## src/sso_pkg.sv

```systemverilog
package sso_pkg;

  // register map of the standby controller
  localparam logic [15:0] SSO_STATUS_ADDR = 16'hffa3;
  localparam logic [15:0] SSO_SELECT_ADDR = 16'hffa4;
  localparam logic [7:0]  SSO_STATUS_RST  = 8'h00;
  localparam logic [7:0]  SSO_SELECT_RST  = 8'h05;

  // select, status flag and counter widths
  localparam int          SSO_SEL_W       = 3;
  localparam int          SSO_FLAG_W      = 5;
  localparam int          SSO_CNT_W       = 17;

  // legal select codes
  localparam logic [2:0]  SSO_SEL_2P11    = 3'h1;
  localparam logic [2:0]  SSO_SEL_2P13    = 3'h2;
  localparam logic [2:0]  SSO_SEL_2P14    = 3'h3;
  localparam logic [2:0]  SSO_SEL_2P15    = 3'h4;
  localparam logic [2:0]  SSO_SEL_2P16    = 3'h5;

  // stabilization thresholds in crystal cycles
  localparam logic [16:0] SSO_CNT_2P11    = 17'h00800;
  localparam logic [16:0] SSO_CNT_2P13    = 17'h02000;
  localparam logic [16:0] SSO_CNT_2P14    = 17'h04000;
  localparam logic [16:0] SSO_CNT_2P15    = 17'h08000;
  localparam logic [16:0] SSO_CNT_2P16    = 17'h10000;

  // status flag positions
  localparam int          SSO_BIT_2P11    = 4;
  localparam int          SSO_BIT_2P13    = 3;
  localparam int          SSO_BIT_2P14    = 2;
  localparam int          SSO_BIT_2P15    = 1;
  localparam int          SSO_BIT_2P16    = 0;

  // standby states, one-hot
  typedef enum logic [3:0] {
    SSO_ST_RUN  = 4'h1,
    SSO_ST_HALT = 4'h2,
    SSO_ST_STOP = 4'h4,
    SSO_ST_WAIT = 4'h8
  } sso_state_t;

  // cpu register access
  typedef struct packed {
    logic [15:0] addr;
    logic        wr;
    logic        rd;
    logic        bit_acc;
    logic [7:0]  wdata;
  } sso_bus_req_t;

endpackage

```

## src/sso_standby.sv

```systemverilog
// Functional notes
// - halt instruction stops the cpu clock
// - running oscillators keep oscillating during halt
// - stop halts high-speed and internal high-speed oscillators
// - interrupt request releases halt and stop
// - registers, memory and ports held in standby
// - crystal cpu clock waits selected time after stop
// - status cleared on reset, stop, oscillator stop
// - status bits set in order, then stay
// - status bits mark 2^11..2^16 crystal cycles
// - counter stops at selected time
// - select codes 001..101, others prohibited
// - reset selects longest wait 2^16
// - count only while oscillation is present
// - status read-only; select written by bytes only
module sso_standby
  import sso_pkg::*;
(
  input  wire logic         core_clk_in,         // core clock, 20 MHz
  input  wire logic         srst_in,             // synchronous reset, high
  input  wire logic         ce_in,               // clock enable, freezes state
  input  wire sso_bus_req_t bus_req_in,          // cpu register access
  input  wire logic         halt_exec_in,        // halt instruction pulse
  input  wire logic         stop_exec_in,        // stop instruction pulse
  input  wire logic         irq_req_in,          // pending interrupt request
  input  wire logic         cpu_on_crystal_in,   // cpu runs from crystal
  input  wire logic         main_osc_stop_bit_in, // oscillator stop bit level
  input  wire logic         hs_osc_req_in,       // high-speed osc wanted
  input  wire logic         ih_osc_req_in,       // internal high-speed wanted
  input  wire logic         il_osc_req_in,       // internal low-speed wanted
  input  wire logic         crystal_clock_in,    // crystal clock pin
  input  wire logic         osc_present_in,      // crystal oscillation seen
  output logic [7:0]        rdata_out,           // register read data
  output logic              cpu_clk_en_out,      // cpu clock gate enable
  output logic              hs_osc_en_out,       // high-speed osc enable
  output logic              ih_osc_en_out,       // internal high-speed enable
  output logic              il_osc_en_out,       // internal low-speed enable
  output logic              hold_out,            // retain all state
  output logic              wake_out             // pulse, cpu resumes
);

  sso_state_t                state_reg;
  sso_state_t                state_next;
  logic [SSO_SEL_W-1:0]      sel_reg;
  logic [SSO_FLAG_W-1:0]     status_reg;
  logic [SSO_CNT_W-1:0]      cnt_reg;
  logic                      count_en_reg;
  logic                      osc_stop_d_reg;
  logic [2:0]                xtal_sync_reg;
  logic [1:0]                osc_sync_reg;
  logic                      xtal_edge;
  logic                      osc_ok;
  logic                      cnt_done;
  logic                      stab_clear;
  logic                      sel_wr;

  // terminal count of a select code; prohibited codes take the longest wait
  function automatic logic [SSO_CNT_W-1:0] term_of(input logic [SSO_SEL_W-1:0] s);
    unique case (s)
      SSO_SEL_2P11: term_of = SSO_CNT_2P11;
      SSO_SEL_2P13: term_of = SSO_CNT_2P13;
      SSO_SEL_2P14: term_of = SSO_CNT_2P14;
      SSO_SEL_2P15: term_of = SSO_CNT_2P15;
      default:      term_of = SSO_CNT_2P16;
    endcase
  endfunction

  // thresholds reached by a count, shortest in the top bit
  function automatic logic [SSO_FLAG_W-1:0] flags_of(input logic [SSO_CNT_W-1:0] c);
    flags_of = '0;
    flags_of[SSO_BIT_2P11] = (c >= SSO_CNT_2P11);
    flags_of[SSO_BIT_2P13] = (c >= SSO_CNT_2P13);
    flags_of[SSO_BIT_2P14] = (c >= SSO_CNT_2P14);
    flags_of[SSO_BIT_2P15] = (c >= SSO_CNT_2P15);
    flags_of[SSO_BIT_2P16] = (c >= SSO_CNT_2P16);
  endfunction

  // crystal and oscillation detect are foreign, two flops before use;
  // the crystal must run below half the core clock to be seen
  always_ff @(posedge core_clk_in) begin
    if (srst_in) begin
      xtal_sync_reg <= 3'h0;
      osc_sync_reg  <= 2'h0;
    end else if (ce_in) begin
      xtal_sync_reg <= {xtal_sync_reg[1:0], crystal_clock_in};
      osc_sync_reg  <= {osc_sync_reg[0], osc_present_in};
    end
  end

  assign xtal_edge  = xtal_sync_reg[1] & ~xtal_sync_reg[2];
  assign osc_ok     = osc_sync_reg[1];
  assign cnt_done   = (cnt_reg >= term_of(sel_reg));
  // the count clears on stop or on the oscillator stop bit
  assign stab_clear = (stop_exec_in && state_reg == SSO_ST_RUN)
                    || main_osc_stop_bit_in;
  assign sel_wr     = bus_req_in.wr && !bus_req_in.bit_acc
                    && bus_req_in.addr == SSO_SELECT_ADDR;

  // standby sequencing
  always_comb begin
    state_next = state_reg;
    unique case (state_reg)
      SSO_ST_RUN: begin
        if (stop_exec_in)
          state_next = SSO_ST_STOP;
        else if (halt_exec_in)
          state_next = SSO_ST_HALT;
      end
      SSO_ST_HALT: begin
        if (irq_req_in)
          state_next = SSO_ST_RUN;
      end
      SSO_ST_STOP: begin
        if (irq_req_in)
          state_next = cpu_on_crystal_in ? SSO_ST_WAIT : SSO_ST_RUN;
      end
      SSO_ST_WAIT: begin
        if (cnt_done)
          state_next = SSO_ST_RUN;
      end
      default: state_next = SSO_ST_RUN;
    endcase
  end

  always_ff @(posedge core_clk_in) begin
    if (srst_in)
      state_reg <= SSO_ST_RUN;
    else if (ce_in)
      state_reg <= state_next;
  end

  // resume pulse when the cpu clock comes back
  always_ff @(posedge core_clk_in) begin
    if (srst_in)
      wake_out <= 1'b0;
    else if (ce_in)
      wake_out <= (state_reg != SSO_ST_RUN) && (state_next == SSO_ST_RUN);
  end

  // clock gating and high-speed oscillator enables follow the state; internal low-speed follows its request only
  assign cpu_clk_en_out = (state_reg == SSO_ST_RUN);
  assign hs_osc_en_out  = hs_osc_req_in && state_reg != SSO_ST_STOP;
  assign ih_osc_en_out  = ih_osc_req_in && state_reg != SSO_ST_STOP;
  assign il_osc_en_out  = il_osc_req_in;
  // the rest of the chip freezes its registers, ram and port latches
  assign hold_out       = (state_reg != SSO_ST_RUN);

  // select register; bit writes are ignored, only byte stores land
  always_ff @(posedge core_clk_in) begin
    if (srst_in)
      sel_reg <= SSO_SELECT_RST[SSO_SEL_W-1:0];
    else if (ce_in && sel_wr)
      sel_reg <= bus_req_in.wdata[SSO_SEL_W-1:0];
  end

  // counting starts after stop release or when the oscillator is let run
  always_ff @(posedge core_clk_in) begin
    if (srst_in) begin
      count_en_reg   <= 1'b1;
      osc_stop_d_reg <= 1'b0;
    end else if (ce_in) begin
      osc_stop_d_reg <= main_osc_stop_bit_in;
      if (stab_clear)
        count_en_reg <= 1'b0;
      else if ((state_reg == SSO_ST_STOP && irq_req_in) || osc_stop_d_reg)
        count_en_reg <= 1'b1;
    end
  end

  // stabilization counter on sampled crystal edges, saturating
  always_ff @(posedge core_clk_in) begin
    if (srst_in)
      cnt_reg <= '0;
    else if (ce_in) begin
      if (stab_clear)
        cnt_reg <= '0;
      else if (count_en_reg && osc_ok && xtal_edge && !cnt_done)
        cnt_reg <= cnt_reg + 17'h00001;
    end
  end

  // sticky status; a clear restarts the count so nothing is lost
  always_ff @(posedge core_clk_in) begin
    if (srst_in)
      status_reg <= SSO_STATUS_RST[SSO_FLAG_W-1:0];
    else if (ce_in) begin
      if (stab_clear)
        status_reg <= '0;
      else
        status_reg <= status_reg | flags_of(cnt_reg);
    end
  end

  // byte or bit reads; unmapped addresses and upper bits read zero
  always_ff @(posedge core_clk_in) begin
    if (srst_in)
      rdata_out <= 8'h00;
    else if (ce_in && bus_req_in.rd) begin
      if (bus_req_in.addr == SSO_STATUS_ADDR)
        rdata_out <= {3'h0, status_reg};
      else if (bus_req_in.addr == SSO_SELECT_ADDR)
        rdata_out <= {5'h00, sel_reg};
      else
        rdata_out <= 8'h00;
    end
  end
endmodule

```

## config.mk

```make
export PLATFORM = sky130hd
export DESIGN_NAME = sso_standby
export DESIGN_NICKNAME = d
export VERILOG_FILES = /design/src/sso_pkg.sv /design/src/sso_standby.sv
export SDC_FILE = /design/constraint.sdc
export NUM_CORES = 1
export LEC_CHECK = 0
export BUFFER_PORTS_ARGS = -buffer_cell sky130_fd_sc_hd__buf_2
export CORE_MARGIN = 2
export CORE_UTILIZATION = 35
export CTS_BUF_LIST = sky130_fd_sc_hd__clkbuf_4
export DETAILED_ROUTE_END_ITERATION = 8
export HOLD_SLACK_MARGIN = 0.02
export PLACE_DENSITY_LB_ADDON = 0.08
export SYNTH_ARGS = -nofsm -noshare
export SYNTH_HDL_FRONTEND = slang
export SYNTH_SLANG_ARGS = --single-unit
```

## constraint.sdc

```tcl
create_clock -name core_clk_in -period 7.5 [get_ports core_clk_in]
set_input_delay 1.5 -clock core_clk_in [delete_from_list [all_inputs] [get_ports core_clk_in]]
set_output_delay 1.5 -clock core_clk_in [all_outputs]
set_load 0.1 [all_outputs]
```

* Word level (Yosys, flattened, before mapping)
Index checks and enable logic that the tools add are counted.
** Cells by class
- Add/sub/neg operators :: 1
- $lt $le $gt $ge :: 6
- Equality and inequality tests :: 13
- Multiplexer cells :: 15
- Bitwise logic cells :: 3
- Reduce and logical (&&, ||, !) cells :: 20
** Operators with widths (count)
- 17-bit case mux with 4 select lines :: 1
- 17-bit two-way mux :: 2
- 16-bit == test (second input constant) :: 2
- 4-bit two-way mux :: 6
- 17-bit by 1-bit adder with 17-bit output (second input constant) :: 1
- 17-bit by 12-bit >= comparator with 1-bit output (second input constant) :: 1
- 17-bit by 14-bit >= comparator with 1-bit output (second input constant) :: 1
- 17-bit by 15-bit >= comparator with 1-bit output (second input constant) :: 1
- 17-bit by 16-bit >= comparator with 1-bit output (second input constant) :: 1
- 17-bit >= comparator :: 1
- 17-bit >= comparator (second input constant) :: 1
- 4-bit case mux with 4 select lines :: 1
- 1-bit logical AND :: 12
- 5-bit two-way mux :: 2
- 4-bit by 1-bit == test with 1-bit output (second input constant) :: 2
- 3-bit by 2-bit == test with 1-bit output (second input constant) :: 2
- 5-bit OR :: 1
- 4-bit by 2-bit == test with 1-bit output (second input constant) :: 1
- 4-bit by 3-bit == test with 1-bit output (second input constant) :: 1
- 4-bit == test (second input constant) :: 1
- 4-bit by 1-bit != test with 1-bit output (second input constant) :: 1
- 4-bit by 3-bit != test with 1-bit output (second input constant) :: 1
- 2-bit AND reduction :: 2
- 2-bit nonzero test :: 2
- other kinds (8) :: 11
** Storage, ports and cells
- Bits in registers :: 45
- Input port bits :: 40
- Output and inout port bits :: 14
- Logic and storage cells :: 68

* Longest topological paths before layout
Gate-level depths: netlist (run 1).
- Depth in word-level cells :: 7
- Mapped depth :: 9
- Mapped depth without buffers :: 8

* Worst setup path before layout (run 1)
No wires, ideal clock.
- Path type :: input -> output
- From :: input port hs_osc_req_in
- To :: output port hs_osc_en_out
- Arrival :: 2834 ps
- Data required time :: 6000 ps
- Setup slack :: 3166 ps
- Cell stages on the path :: 1
- Path buffers :: 0
- Cells stage by stage :: nor2b_1
** Between the ends
- Longest elaborated chain between the ends :: 1
** Ends and longest elaborated chain
- from (decl) :: line sso_standby.sv:28 : input wire logic hs_osc_req_in,
- 1-bit logical AND :: line sso_standby.sv:142 : assign hs_osc_en_out = hs_osc_req_in && state_reg != SSO_ST_STOP;
- to (decl) :: line sso_standby.sv:35 : output logic hs_osc_en_out,
No other way between the ends.

* Final worst setup path (run 1)
- From :: input port ih_osc_req_in
- To :: output port ih_osc_en_out
** Between the ends
- Longest elaborated chain between the ends :: 1
** Ends and longest elaborated chain
- from (decl) :: line sso_standby.sv:29 : input wire logic ih_osc_req_in,
- 1-bit logical AND :: line sso_standby.sv:143 : assign ih_osc_en_out = ih_osc_req_in && state_reg != SSO_ST_STOP;
- to (decl) :: line sso_standby.sv:36 : output logic ih_osc_en_out,
No other way between the ends.

==> results of run 1 <==
## report_power, final
group          leakage (uW)  internal, uW  switching, uW
Sequential         0.000341           228           3.70
Clock             0.0000450          69.1           75.6
Combinational      0.000689          20.1           60.1
## cells by family (layout without fill, tap and decap cells)
| kind of cell | Yosys count | count (layout) | share of synthesized area |
|---|---|---|---|
| AND/OR/NAND/NOR | 129 | 129 | 0.293 |
| flip-flops | 42 | 42 | 0.376 |
| other | 1 | 3 | 0.00168 |
| multiplexers | 12 | 12 | 0.0537 |
| adder cells (fa/ha/maj) | 7 | 7 | 0.0392 |
| AO/OA/AOI/OAI | 56 | 56 | 0.173 |
| buffers and inverters | 25 | 63 | 0.0548 |
| XOR/XNOR | 2 | 2 | 0.00784 |
## area by class of cell
type / instances / share of cell area
clock buffer: 5 / 0.0147
clock inverter: 3 / 0.0156
inverter: 11 / 0.0161
multi-input combinational: 209 / 0.500
sequential: 42 / 0.329
tap: 77 / 0.0377
timing repair buffer: 44 / 0.0870
## layout by cell type (no fill, tap or decap), drive strengths merged, types with 2 or more instances in the layout
master and instances:
a211oi 2, a21o 2, a21oi 20, a221o 2
a221oi 3, buf 44, clkbuf 5, clkinv 2
conb 3, dfxtp 42, ha 7, inv 11
mux2i 12, nand2 34, nand2b 5, nand3 17
nand4 8, nor2 30, nor2b 4, nor3 4
nor3b 2, nor4 3, nor4b 3, o211ai 8
o21ai 10, o22ai 2, or2 2, or3 3
or4 6, or4b 2, xnor2 2
## metrics by stage
stage          total power (uW)  setup slack, ps  area, sq um  instances
2_1_floorplan               302             3170         2240        276
3_3_place_gp                317             3840         2480        383
3_5_place_dp                317             3840         2480        383
4_1_cts                     463             3890         2560        391
5_1_grt                     479             3870         2560        391
6_report                    457             3890         2560        391
## how the worst min path moves through the flow
stage	start	end	slack [ps]
floorplan	status_reg[1]$_SDFFE_PP0P_	status_reg[1]$_SDFFE_PP0P_	430
global placement	status_reg[1]$_SDFFE_PP0P_	status_reg[1]$_SDFFE_PP0P_	440
detailed placement	status_reg[1]$_SDFFE_PP0P_	status_reg[1]$_SDFFE_PP0P_	440
CTS	status_reg[1]$_SDFFE_PP0P_	status_reg[1]$_SDFFE_PP0P_	460
global route	status_reg[1]$_SDFFE_PP0P_	status_reg[1]$_SDFFE_PP0P_	500
finish	status_reg[1]$_SDFFE_PP0P_	status_reg[1]$_SDFFE_PP0P_	460
## layer usage
metal  GRT usage  part of all wire  up-vias
li1            -                 -     1066
met1       0.192              0.48      960
met2       0.248              0.46       42
met3      0.0376             0.046        5
met4      0.0440             0.012        0
met5           0                 0        -
## worst max-delay path, delay by kind of cell
kind / cells / cell delay, ps
and+or+nand+nor: 1 / 110
buffers and inverters: 2 / 500
==> run summary, run 1 <==
SYNTHESIS
----------------------------------------------------------------------------------
Cell taking the most area after synthesis                                  dfxtp_1
Yosys warnings                                                                   0
Yosys top cell area share                                                    0.376
Top_reg_cell synth                                                         dfxtp_1
Top-count cell post-synth                                                  dfxtp_1
Library cells used by synthesis                                                 49
Number of flops mapped to enable cells by yosys                                  0
Cells taking the most area after synthesis                            dfxtp_1, nand2_1, mux2i_1
Syn_area_per_cell                                                       8.16 sq um
Share of flip-flops with an asynchronous set or reset                            0
Post-synth top cells                                                  dfxtp_1, nand2_1, nor2_1
Share of synthesized area occupied by flip-flops and latches                 0.376
Yosys reg bits                                                                  42
Cells after synthesis                                                          274
Post-synthesis instance area                                            2240 sq um

TIMING
----------------------------------------------------------------------------------
Shortest period the worst path allows                                      3610 ps
Worst clock skew                                                           6.87 ps
Final critical-path share of the clock period                                0.481
Setup violators final                                                            0
Post-Route Setup TNS                                                          0 ps
Slew headroom                                                                0.538
Count of pins over their slew limit                                              0
Final Hold Viols                                                                 0
Transition time of the tightest slew-check pin                              683 ps
WHS                                                                         461 ps
RSZ-0062 raised after global routing                                            no
Max Fclk                                                                   277 MHz

GLOBAL ROUTING
----------------------------------------------------------------------------------
Total global routing track utilization                                       0.150
Remaining global-route overflow                                                  0
Number of global-route vias before repair                                     1898
Largest net degree at the start of global routing                               28
Wire length of the first global-routing pass                          8720 microns
Antenna violations before repair                                                 0

PLACE
----------------------------------------------------------------------------------
Port Buffer Count                                                               43
Placer Congestion                                                            0.741
HPWL after detailed placement                                         3730 microns

OUTCOME
----------------------------------------------------------------------------------
Status                                                                complete, no violations

SETUP PATH
----------------------------------------------------------------------------------
Kind of critical path                                                 input pin to output port
Kind of launch point of the worst setup path                             input pin
Critical-path cell list                                               buf_2 > nor2b_1 > buf_2
Beginning of the worst register-to-register path                      sel_reg[0]$_SDFFE_PP1P_
CP max stage cell                                                            buf_2
Last element of the critical path                                     ih_osc_en_out
Worst setup startpoint                                                ih_osc_req_in
Path depth of the worst reg2reg path                                             7
Largest incremental delay on the critical path                              430 ps
Worst Setup End Kind                                                   output port
Terminus of the critical flop-to-flop path                            cnt_reg[16]$_SDFFE_PP0P_
Reg2reg setup slack                                                        4720 ps
WP data arrival                                                            2110 ps
Maximum fanout count along the critical path                                     1
Required time at the endpoint of the critical path                         6000 ps
Most numerous cell on the critical path                                      buf_2

ROUTING
----------------------------------------------------------------------------------
DRC Markers                                                                      0
Remaining number of nets flagged by the antenna check after routing              0
Total iterations of the first detailed-routing run                               4
Routed via count divided by cell count                                        5.30
Wirelength, routed                                                    5060 microns
Average routed wire per standard cell                                 13.0 microns
Routed vias                                                                   2073
First-iteration detailed-routing DRC count                                      58

FINAL LAYOUT
----------------------------------------------------------------------------------
Count of inserted antenna diode cells                                            0
Layout area overhead                                                         14.4%
Number of nets in the layout                                                   360
Sequential standard cell area                                            841 sq um
Share of layout cells above drive strength 1                                 0.194
Largest register FFs                                                            17
Util after Layout                                                            0.408
Area occupied by multi-input gates                                      1280 sq um
Layout filler cell count                                                       659

PWR
----------------------------------------------------------------------------------
Static leakage                                                          0.00107 uW
Power density over cell area                                           178 nW/um^2
VDD IR-drop max                                                          0.0920 mV

DIE
----------------------------------------------------------------------------------
Die span in x                                                         83.9 microns
Count of standard-cell rows                                                     29
Total I/O pin count                                                             54
Std-Cell Core Area                                                      6280 sq um
Starting utilization of the core area                                        0.356
Overall die height                                                    83.9 microns
DIE AREA                                                                7040 sq um

CLOCKING
----------------------------------------------------------------------------------
CTS H-tree lvls                                                                  2
Sink count of the clock tree                                                    42
Maximum count of clock buffers along a single path                               2
Source-to-sink clock delay at the later pin of the worst-skew pair          350 ps
Resized cells post-CTS                                                           0
Clock buffers created by TritonCTS                                               5
Quantity of hold-fixing buffers added after cts                                  0
Root buffer selected by CTS                                               clkbuf_4
TritonCTS clock tree                                                         built
Post-CTS Setup Bufs                                                              0
Clock slew seen by the registers of the worst setup and hold paths          130 ps

WORST HOLD PATH
----------------------------------------------------------------------------------
Worst Hold Depth                                                                 2
Type of the tightest min-delay check                                  flip-flop to flip-flop

RUN
----------------------------------------------------------------------------------
Number of max-capacitance violations reported                                    0

(Power assumes the default switching activity.)
==> inputs of run 2 (changes only) <==
==> constraint.sdc (replaced) <==
create_clock -name core_clk_in -period 3.1 [get_ports core_clk_in]
set_input_delay 0.62 -clock core_clk_in [delete_from_list [all_inputs] [get_ports core_clk_in]]
set_output_delay 0.62 -clock core_clk_in [all_outputs]
set_load 0.1 [all_outputs]
==> run 2 against run 1 <==
  * Total power grew 140%
  * Setup slack got worse by 3500 ps
  * Clock power grew 140%
  * Sequential share of layout area decreased by 0.19 points
  * Critical path type is now flip-flop to flip-flop
  * Global-route usage increased by 0.67 points
  * Worst hold slack got worse by 0.96 ps
  * Clock skew is 7.3 ps higher
  * Final cell count up 0.51%
  * First-iteration DRC count up 72%
  * Via count fell by 1.3%
  * Sequential cell count did not move
  * Largest power group unchanged
  * Combinational power increased by 140%
==> run summary, run 2 (synthesis gave the netlist of run 1 again) <==
OUTCOME
----------------------------------------------------------------------------------
Status                                                                complete, no violations

TIMING
----------------------------------------------------------------------------------
Worst clock skew                                                           14.2 ps
Slew headroom                                                                0.540
Shortest period the worst path allows                                      2760 ps
Final critical-path share of the clock period                                0.889
Transition time of the tightest slew-check pin                              680 ps
Setup violators final                                                            0
Post-Route Setup TNS                                                          0 ps
Count of pins over their slew limit                                              0
Max Fclk                                                                   363 MHz
Final Hold Viols                                                                 0
RSZ-0062 raised after global routing                                            no

PWR
----------------------------------------------------------------------------------
VDD IR-drop max                                                           0.211 mV
Power density over cell area                                           428 nW/um^2
Final total power                                                          1100 uW
Static leakage                                                          0.00108 uW

FINAL LAYOUT
----------------------------------------------------------------------------------
Largest register FFs                                                            17
Layout area overhead                                                         15.1%
Number of nets in the layout                                                   362
Share of layout cells above drive strength 1                                 0.199
Count of inserted antenna diode cells                                            0
Layout filler cell count                                                       661
Commonest cells after routing, fill and taps aside                    buf_2, dfxtp_1, nand2_1
Leading cell type in the layout, fill and taps excluded                      buf_2

CLOCKING
----------------------------------------------------------------------------------
Source-to-sink clock delay at the later pin of the worst-skew pair          350 ps
Sink count of the clock tree                                                    42
Clock slew seen by the registers of the worst setup and hold paths          130 ps
Root buffer selected by CTS                                               clkbuf_4
TritonCTS clock tree                                                         built
Maximum count of clock buffers along a single path                               2
CTS H-tree lvls                                                                  2
Resized cells post-CTS                                                           0
Post-CTS Setup Bufs                                                              0
Clock buffers created by TritonCTS                                               5
Quantity of hold-fixing buffers added after cts                                  0

GLOBAL ROUTING
----------------------------------------------------------------------------------
Wire length of the first global-routing pass                          9090 microns
Remaining global-route overflow                                                  0
Largest net degree at the start of global routing                               27
Number of global-route vias before repair                                     2012
Antenna violations before repair                                                 0
Total global routing track utilization                                       0.157

PLACE
----------------------------------------------------------------------------------
HPWL after detailed placement                                         3750 microns
Port Buffer Count                                                               43
Placer Congestion                                                            0.751

SETUP PATH
----------------------------------------------------------------------------------
Kind of launch point of the worst setup path                             flip-flop
Kind of critical path                                                 flip-flop to flip-flop
Required time at the endpoint of the critical path                         3380 ps
Maximum fanout count along the critical path                                    14
Worst Setup End Kind                                                     flip-flop
WP data arrival                                                            3040 ps

DIE
----------------------------------------------------------------------------------
Count of standard-cell rows                                                     29
Starting utilization of the core area                                        0.356
Total I/O pin count                                                             54
DIE AREA                                                                7040 sq um
Overall die height                                                    83.9 microns
Die span in x                                                         83.9 microns
Std-Cell Core Area                                                      6280 sq um

ROUTING
----------------------------------------------------------------------------------
Routed vias                                                                   2046
Total iterations of the first detailed-routing run                               4
Routed via count divided by cell count                                        5.21
First-iteration detailed-routing DRC count                                     100
Average routed wire per standard cell                                 13.0 microns
Remaining number of nets flagged by the antenna check after routing              0
DRC Markers                                                                      0
Wirelength, routed                                                    5120 microns

RUN
----------------------------------------------------------------------------------
Number of max-capacitance violations reported                                    0

WORST HOLD PATH
----------------------------------------------------------------------------------
Type of the tightest min-delay check                                  flip-flop to flip-flop

## run 2: path summary, 6_finish.rpt
check                                  from  slack [ps]  cells after the start                         to
hold / removal    rdata_out[4]$_SDFFE_PP0P_         460                      2  rdata_out[4]$_SDFFE_PP0P_
hold reg to reg   rdata_out[4]$_SDFFE_PP0P_         460                      2  rdata_out[4]$_SDFFE_PP0P_
setup reg to reg    sel_reg[1]$_SDFFE_PP0P_         340                      7   cnt_reg[16]$_SDFFE_PP0P_
setup / recovery    sel_reg[1]$_SDFFE_PP0P_         340                      7   cnt_reg[16]$_SDFFE_PP0P_
## run 2: per-layer routing
layer | wire length, microns | global-route usage
met1 | 2530 | 0.209
met2 | 2350 | 0.255
met3 | 211 | 0.0376
met4 | 32 | 0.0396
met5 | 0 | 0
## run 2: final cells by class
| class | instances | area [sq um] | share of cell area |
|---|---|---|---|
| multi-input combinational | 209 | 1280 | 0.497 |
| sequential | 42 | 841 | 0.327 |
| timing repair buffer | 46 | 238 | 0.0924 |
| tap | 77 | 96.3 | 0.0374 |
| inverter | 11 | 41.3 | 0.0160 |
| clock inverter | 3 | 40.0 | 0.0156 |
| clock buffer | 5 | 37.5 | 0.0146 |
## run 2: report_power, final
group	leakage [uW]	internal (uW)	switching (uW)
clock network	0.0000450	167	178
registers	0.000341	551	8.95
logic	0.000699	49.5	146
## run 2: metrics by stage
step / cells / cell area (sq um) / utilization / hold slack (ps) / setup WS (ps)
finish: 393 / 2570 / 0.410 / 460 / 344
global route: 393 / 2570 / 0.410 / 487 / 126
CTS: 393 / 2570 / 0.410 / 464 / 332
detailed placement: 385 / 2500 / 0.398 / 446 / 365
global placement: 385 / 2500 / 0.398 / 438 / 382
floorplan: 276 / 2240 / - / 425 / 496
## run 2: worst max-delay path, cell delays in order (launching register included)
cell and delay [ps]:
dfxtp_1 460, or3b_2 470, ha_1 190, a21oi_1 200, o21ai_0 240, a2111o_1 590, or3_1 410, a21oi_1 140
